## src/verilog/pcio_pkg.sv

```systemverilog
// Constants shared by the configurable pad cell and its bench.
// Assumes a single 50 MHz system clock and a classic Wishbone bus.
package pcio_pkg;

  // ----------------------------------------------------------------
  // Register map
  // ----------------------------------------------------------------
  localparam logic [3:0]  ADR_CFG    = 4'h0;
  localparam logic [3:0]  ADR_STATUS = 4'h4;

  // ----------------------------------------------------------------
  // Configuration register fields
  // ----------------------------------------------------------------
  localparam int          CFG_W      = 12;
  localparam int          CFG_MODE   = 0;
  localparam int          CFG_OREG   = 2;
  localparam int          CFG_OINV   = 3;
  localparam int          CFG_TINV   = 4;
  localparam int          CFG_SLOW   = 5;
  localparam int          CFG_IREG   = 6;
  localparam int          CFG_LATCH  = 7;
  localparam int          CFG_PULL   = 8;
  localparam int          CFG_EDGE   = 9;
  localparam int          CFG_LINE   = 11;

  // Unconfigured cell: input, driver off, pull-up on.
  localparam logic [11:0] CFG_RST    = 12'h100;

  // ----------------------------------------------------------------
  // Pad modes
  // ----------------------------------------------------------------
  localparam logic [1:0]  MODE_IN    = 2'h0;
  localparam logic [1:0]  MODE_OUT   = 2'h1;
  localparam logic [1:0]  MODE_BIDIR = 2'h2;

  // ----------------------------------------------------------------
  // Status register fields
  // ----------------------------------------------------------------
  localparam int          ST_PAD     = 0;
  localparam int          ST_OQ      = 1;
  localparam int          ST_IQ      = 2;
  localparam int          ST_CLK     = 3;

  // ----------------------------------------------------------------
  // I/O clock lines: two per die edge, four edges
  // ----------------------------------------------------------------
  localparam int          NUM_EDGES  = 4;
  localparam int          LINES_EDGE = 2;
  localparam int          NUM_IOCLK  = 8;

endpackage

```

## src/verilog/pcio_cell.sv

```systemverilog
// Configurable pad input/output cell with a Wishbone configuration port.
// Assumes the pad, fabric and I/O clock lines are synchronous to clk_i,
// and that the I/O clock lines run well below half the clk_i rate.
//
// How it works
// RULE1 - Output fed direct or from output register
// RULE2 - Output data and float control invertible
// RULE3 - Per-cell fast or slow edge rate
// RULE4 - Input delivered direct or through storage
// RULE5 - Input storage may act as latch
// RULE6 - Pull-up only in pure input mode
// RULE7 - Unconfigured cell: input, no drive, pull-up
// RULE8 - Float control high means pad floats
// RULE9 - Eight clock lines, two per die edge
// RULE10 - No clock inversion; pick other edge line
// RULE11 - True/inverted pair limits edge to one clock
// RULE12 - Latch transparent low, holds while high
// RULE13 - Latch captures at flip-flop's active edge
// RULE14 - All cell storage uses one chosen line
//
// Decided for this implementation: the register offsets and register access over Wishbone.
`timescale 1ns/10ps
module pcio_cell (
  // System
  input  wire logic        clk_i,
  input  wire logic        rst_i,
  input  wire logic        ce_i,
  // Wishbone slave
  input  wire logic        cyc_i,
  input  wire logic        stb_i,
  input  wire logic        we_i,
  input  wire logic [3:0]  adr_i,
  input  wire logic [3:0]  sel_i,
  input  wire logic [31:0] dat_i,
  output logic      [31:0] dat_o,
  output logic             ack_o,
  // I/O clock lines
  input  wire logic [7:0]  io_clk_i,
  // Fabric side
  input  wire logic        fab_out_i,
  input  wire logic        fab_float_i,
  output logic             fab_in_o,
  // Pad side
  input  wire logic        pad_i,
  output logic             pad_o,
  output logic             pad_oe_o,
  output logic             pad_pullup_o,
  output logic             pad_slow_o
);

  // ----------------------------------------------------------------
  // State
  // ----------------------------------------------------------------
  typedef struct packed {
    logic [11:0] cfg;
    logic        clk_prev;
    logic        oq;
    logic        iq;
    logic        pad_out;
    logic        pad_oe;
    logic        pull;
    logic        slow;
    logic        fab_in;
    logic        ack;
    logic [31:0] dat;
  } pcio_state_t;

  pcio_state_t st_ff;
  pcio_state_t nxt_st;

  logic [1:0] mode;
  logic [2:0] clk_idx;
  logic       sel_clk;
  logic       clk_rise;
  logic       is_input;
  logic       out_bit;
  logic       float_bit;
  logic       req;

  // ----------------------------------------------------------------
  // Decode of the configuration
  // ----------------------------------------------------------------
  assign mode     = st_ff.cfg[pcio_pkg::CFG_MODE +: 2];
  // Edge number picks the pair, line bit picks within the pair.
  assign clk_idx  = {st_ff.cfg[pcio_pkg::CFG_EDGE +: 2],
                     st_ff.cfg[pcio_pkg::CFG_LINE]};      // see RULE9
  // There is no inverter here: the opposite edge comes from the
  // partner line of the pair when it carries the inverted clock.
  assign sel_clk  = io_clk_i[clk_idx];                    // see RULE10
  assign clk_rise = sel_clk & ~st_ff.clk_prev;
  // The reserved mode code falls back to the safe input behaviour.
  assign is_input = (mode != pcio_pkg::MODE_OUT) &&
                    (mode != pcio_pkg::MODE_BIDIR);
  assign req      = cyc_i & stb_i & ~st_ff.ack;

  assign out_bit   = (st_ff.cfg[pcio_pkg::CFG_OREG] ? st_ff.oq : fab_out_i)
                     ^ st_ff.cfg[pcio_pkg::CFG_OINV];     // see RULE1
  assign float_bit = fab_float_i ^ st_ff.cfg[pcio_pkg::CFG_TINV]; // see RULE2

  // ----------------------------------------------------------------
  // Next state
  // ----------------------------------------------------------------
  always_comb begin
    nxt_st          = st_ff;
    nxt_st.clk_prev = sel_clk;
    nxt_st.ack      = req;

    // Both storage elements watch only the selected line.
    // The detector remembers the last selected level, not every line.
    // Switching to a line that is high while the old one was low is
    // therefore seen as one rise; change lines while both agree.
    if (clk_rise) begin
      nxt_st.oq = fab_out_i;                              // see RULE14
    end
    if (st_ff.cfg[pcio_pkg::CFG_LATCH]) begin
      // Open while low; the last value seen before the rise is held.
      if (!sel_clk) begin                                 // see RULE13
        nxt_st.iq = pad_i;                                // see RULE12
      end
    end else if (clk_rise) begin
      nxt_st.iq = pad_i;                                  // see RULE5
    end

    nxt_st.pad_out = out_bit;
    nxt_st.pad_oe  = !is_input && !float_bit;             // see RULE8
    nxt_st.pull    = is_input &&
                     st_ff.cfg[pcio_pkg::CFG_PULL];       // see RULE6
    nxt_st.slow    = st_ff.cfg[pcio_pkg::CFG_SLOW];       // see RULE3
    nxt_st.fab_in  = st_ff.cfg[pcio_pkg::CFG_IREG] ? st_ff.iq
                                                   : pad_i; // see RULE4

    if (req && we_i && adr_i == pcio_pkg::ADR_CFG) begin
      if (sel_i[0]) begin
        nxt_st.cfg[7:0] = dat_i[7:0];
      end
      if (sel_i[1]) begin
        nxt_st.cfg[11:8] = dat_i[11:8];
      end
    end

    nxt_st.dat = 32'h0000_0000;
    if (req && !we_i) begin
      unique case (adr_i)
        pcio_pkg::ADR_CFG: begin
          nxt_st.dat[11:0] = st_ff.cfg;
        end
        pcio_pkg::ADR_STATUS: begin
          nxt_st.dat[pcio_pkg::ST_PAD] = pad_i;
          nxt_st.dat[pcio_pkg::ST_OQ]  = st_ff.oq;
          nxt_st.dat[pcio_pkg::ST_IQ]  = st_ff.iq;
          nxt_st.dat[pcio_pkg::ST_CLK] = sel_clk;
        end
        default: begin
          nxt_st.dat = 32'h0000_0000;
        end
      endcase
    end
  end

  // ----------------------------------------------------------------
  // Registers
  // ----------------------------------------------------------------
  always_ff @(posedge clk_i) begin
    if (rst_i) begin
      st_ff      <= '0;
      st_ff.cfg  <= pcio_pkg::CFG_RST;                    // see RULE7
      st_ff.pull <= 1'b1;
    end else if (ce_i) begin
      st_ff <= nxt_st;
    end
  end

  assign dat_o        = st_ff.dat;
  assign ack_o        = st_ff.ack;
  assign fab_in_o     = st_ff.fab_in;
  assign pad_o        = st_ff.pad_out;
  assign pad_oe_o     = st_ff.pad_oe;
  assign pad_pullup_o = st_ff.pull;
  assign pad_slow_o   = st_ff.slow;
endmodule

```

## config.mk

```make
export PLATFORM = sky130hd
export DESIGN_NAME = pcio_cell
export DESIGN_NICKNAME = d
export VERILOG_FILES = /design/src/verilog/pcio_pkg.sv /design/src/verilog/pcio_cell.sv
export SDC_FILE = /design/constraint.sdc
export NUM_CORES = 1
export LEC_CHECK = 0
export BUFFER_PORTS_ARGS = -buffer_cell sky130_fd_sc_hd__buf_2
export CORE_MARGIN = 3
export CORE_UTILIZATION = 47
export DETAILED_ROUTE_END_ITERATION = 16
export MAX_ROUTING_LAYER = met4
export PLACE_DENSITY = 0.85
export SYNTH_ARGS = -nofsm -noshare
export SYNTH_HDL_FRONTEND = slang
export SYNTH_SLANG_ARGS = --single-unit
```

## constraint.sdc

```tcl
create_clock -name clk_i -period 5.21 [get_ports clk_i]
set_input_delay 0.7815 -clock clk_i [delete_from_list [all_inputs] [get_ports clk_i]]
set_output_delay 0.7815 -clock clk_i [all_outputs]
set_load 0.005 [all_outputs]
```

Yosys cells after proc, flatten, opt, wreduce, memory -nomap -nowiden. Cells that the tools add are included.

Magnitude comparators: 1. Reduce and logical (&&, ||, !) cells: 15. Mux-type cells: 10. Eq/ne operators: 4. Bitwise gates (word level): 7.

Operator list (number): 2-to-1 mux 12 bit (1); AND reduction 3 bit (3); 2-to-1 mux 8 bit (1); one-hot mux 4 bit (2 select lines) (1); logical AND 1 bit (6); 2-to-1 mux 1 bit (6); equality test 4 x 3 -> 1 bit (second input constant) (1); logical NOT 4 bit (1); < comparator 3 x 4 -> 1 bit (second input constant) (1); inequality test 2 bit (second input constant) (2); bitwise AND 1 bit (3); binary-select mux 1 bit (select 3 bit) (1); logical NOT 1 bit (3); inequality test 2 x 1 -> 1 bit (second input constant) (1); NOT 1 bit (2); AND reduction 2 bit (1); nonzero test 2 bit (1); XOR 1 bit (2).

Logic and storage cells: 49. Output and inout bits: 38. Bits in registers: 53.

Logic depth before layout (Yosys ltp).
Depth in word-level cells: 5. Mapped depth: 5. Gate-level depth less buffers: 4.

Worst setup path before layout. OpenSTA, ideal clock, no wires.

Path kind: input to register. Start point: input port io_clk_i[3]. End point: register st_ff (netlist bit dat_o[3]). Required time: 5.082 ns. Arrival: 1.877 ns. Slack: 3.205 ns. Library setup time: 0.128 ns. Path buffers: 0. Stages: 4. Cells stage by stage: mux4_1 mux2_2 a222oi_1 nor2_1.

Word-level cells in the longest chain between the ends: 4.

Ends and longest elaborated chain: from (decl) (line pcio_cell.sv:38) `input wire logic [7:0] io_clk_i,`; binary-select mux 1 bit (select 3 bit) (line pcio_cell.sv:89) `assign sel_clk = io_clk_i[clk_idx];`; 2-to-1 mux 1 bit (not written as such) (line pcio_cell.sv:89); one-hot mux 4 bit (2 select lines) (line pcio_cell.sv:143) `unique case (adr_i)`; 2-to-1 mux 12 bit (line pcio_cell.sv:142) `if (req && !we_i) begin`; to (signal assigned) (line pcio_cell.sv:169) `st_ff <= nxt_st;`; to (decl) (line pcio_cell.sv:68) `pcio_state_t st_ff;`.

No other way between the ends. The select of a mux whose other input is x is not followed. A chain may end at the register's enable or synchronous reset.

==> qor.yml <==
outcome:
  status: "complete, no violations"
pwr:
  ir_drop_v: 0.000174
  leakage_nw: 0.783
  power.density_nw_per_um2: 245
timing:
  period_needed_ns: 1.94
  fin_ws_ns: 3.27
  hold_viol: 0
  setup-violations-final: 0
  fin_skew_ns: 0.00417
  tightest_slew_ns: 0.752
  finalCritPeriodShare: 0.373
  final_max_slew_viol_count: 0
  fmax_ghz: 0.515
  fin_setup_tns_ns: 0
  relSlewSlack: 0.494
  rsz0062_at_grt: "no"
finish:
  final_core_util: 0.567
  nets: 281
  num_antenna_cells: 0
  layout-drive-gt1-share: 0.268
  design_area_um2: 1800
  area_delta_synth_final_pct: 10.3
  fillers: 310
synth:
  synth.top_cell.area_share: 0.405
  synth_edf_count: 0
  ys_seq_area_frac: 0.405
  yosys_warnings: 0
  yosys-top-cells-count: "dfxtp_1, buf_4, a21oi_1, nor2_1, nand3_1"
  ys_types: 31
  yosysMostFrequentCell: "dfxtp_1"
  async_flop_share: 0
  yosysTopAreaCell: "dfxtp_1"
  ys.flop_type: "dfxtp_1"
  synth.area.top_cells: "dfxtp_1, buf_4, a21oi_1"
  synth_area_um2: 1630
  ys_ff_latch: 33
  syn_area_per_cell_um2: 8.73
  postSynthCellCount: 187
setup_path:
  crit_type: "in -> reg"
  worstSetupStartpointType: "input port"
  r2r-end: "dat_o[3]"
  cp.required_ns: 5.48
  endpoint_kind: "flop"
  reg2reg_depth: 4
  rr_startpoint: "clk_idx[0]"
  critPathMaxFanout: 15
  cp.arrival_ns: 2.21
  r2r_slack_ns: 3.40
worst_hold_path:
  worstHoldStart: "pad_oe_o"
  whs_endpoint: "pad_oe_o"
  min_path_type: "reg -> reg"
  whs_path_depth: 2
clock_tree:
  cts_tree: "yes"
  cts_buffer_depth: 2
  cts-root-buf: "clkbuf_4"
  ctsHoldBuffers: 0
  cts_num_sinks: 33
  cts_buffers: 5
  path_clk_slew_ns: 0.09
  htree_levels: 2
  post_cts_buffers: 0
  clock_latency_ns: 0.33
  post_cts_resized: 0
floorplanning:
  io_pins: 95
  die_x_um: 64.9
  dieArea_um2: 4220
  die_h_um: 64.9
  start_util: 0.514
  rows: 20
  core_area_um2: 3180
placed_design:
  place_area_um2: 1750
  place_ws_ns: 2.93
  io_buffers: 52
  dp_hpwl_um: 2660
  gp_congestion: 0.817
grt:
  grt_pass1_wl_um: 5580
  grt_usage: 0.178
  antenna_found_initial: 0
  grt_max_degree: 35
  grt_remaining_overflow: 0
  grt_pass1_vias: 1250
job:
  maxCapViolations: 0
drt:
  vias_per_cell: 5.10
  dr.pass1.iters: 4
  routedWlPerCell_um: 13.0
  remaining_drc_errors: 0
  ant_nets: 0
  wirelength_um: 3480
  num_vias: 1367
  drt_iter0_markers: 54
sequential cells by signal (all words and copies together) (netlist names):
name,cells
clk_idx,3
pad_o,1
st_ff,9
dat_o,12
pad_slow_o,1
pad_pullup_o,1
ack_o,1
nxt_st,1
mode,2
pad_oe_o,1
fab_in_o,1
cell type report:
class | instances | area, um2 | area share
inverter | 5 | 18.8 | 0.0104
clock buffer | 7 | 55.1 | 0.0306
timing repair buffer | 53 | 268 | 0.149
multi-input combinational | 126 | 744 | 0.413
tap | 44 | 55.1 | 0.0306
sequential | 33 | 661 | 0.367
per-stage QoR:
step	hold WS [ns]	instances	power [W]
global route	0.518	268	0.000464
finish	0.480	268	0.000442
CTS	0.477	268	0.000445
global placement	0.457	261	0.000304
floorplan	0.454	206	0.000297
detailed placement	0.465	261	0.000305
kinds of logic after synthesis:
group / count (synthesis) / synth area share
flops: 33 / 0.405
xor+xnor: 3 / 0.0161
buf+inv: 47 / 0.183
mux: 8 / 0.0697
compound gates: 47 / 0.177
other cells: 1 / 0.00230
simple gates: 48 / 0.147
power breakdown:
group | internal [W] | switching [W] | total (W) | leakage [nW]
clock | 0.0000636 | 0.0000786 | 0.000142 | 0.0314
sequential | 0.000255 | 0.00000261 | 0.000258 | 0.267
combinational | 0.0000176 | 0.0000240 | 0.0000416 | 0.485
total | 0.000337 | 0.000105 | 0.000442 | 0.783
layer usage:
| layer | up-vias | track usage | share of wire |
|---|---|---|---|
| li1 | 690 | - | - |
| met1 | 625 | 0.207 | 0.42 |
| met2 | 48 | 0.277 | 0.49 |
| met3 | 4 | 0.0693 | 0.074 |
| met4 | 0 | 0.0660 | 0.012 |
| met5 | - | - | 0 |
worst max-delay path, cell delays in order:
cell and delay (ns):
buf_2 0.26, nand4b_1 0.19, nor4_1 0.66, a222oi_1 0.19, nor2_1 0.12
layout by cell type (no fill, tap or decap):
cell type,Yosys,routed
or3_1,1,1
nand2_1,5,5
nor4_1,2,2
mux2_2,1,1
and4_1,1,1
nand3b_1,1,1
o21ai_0,13,13
clkbuf_1,8,1
a211oi_1,3,3
a21oi_1,16,16
a22oi_1,8,8
xnor2_1,2,2
xor2_1,1,1
inv_1,5,5
nor2_1,16,16
nand3_1,15,15
and4b_1,1,1
clkbuf_4,0,5
mux4_1,2,2
o21ai_1,1,1
o31ai_1,1,1
nand4b_1,2,2
nand4_1,1,1
buf_2,2,52
mux2i_1,5,5
nand2b_1,2,2
a222oi_1,4,4
o41ai_1,1,1
buf_4,32,1
dfxtp_1,33,33
nor3_1,1,1
clkbuf_8,0,1
conb_1,1,20
worst max-delay path by stage:
stage	endpoint	depth (start not counted)	slack, ns	from
2_1_floorplan	dat_o[3]	4	3.21	io_clk_i[3]
3_3_place_gp	dat_o[3]	5	3.01	ce_i
3_5_place_dp	dat_o[2]	5	2.93	ce_i
4_1_cts	dat_o[2]	5	3.28	ce_i
5_1_grt	dat_o[1]	5	3.11	ce_i
6_report	dat_o[2]	5	3.27	ce_i
Note: power is estimated with default switching activity, not from simulation.
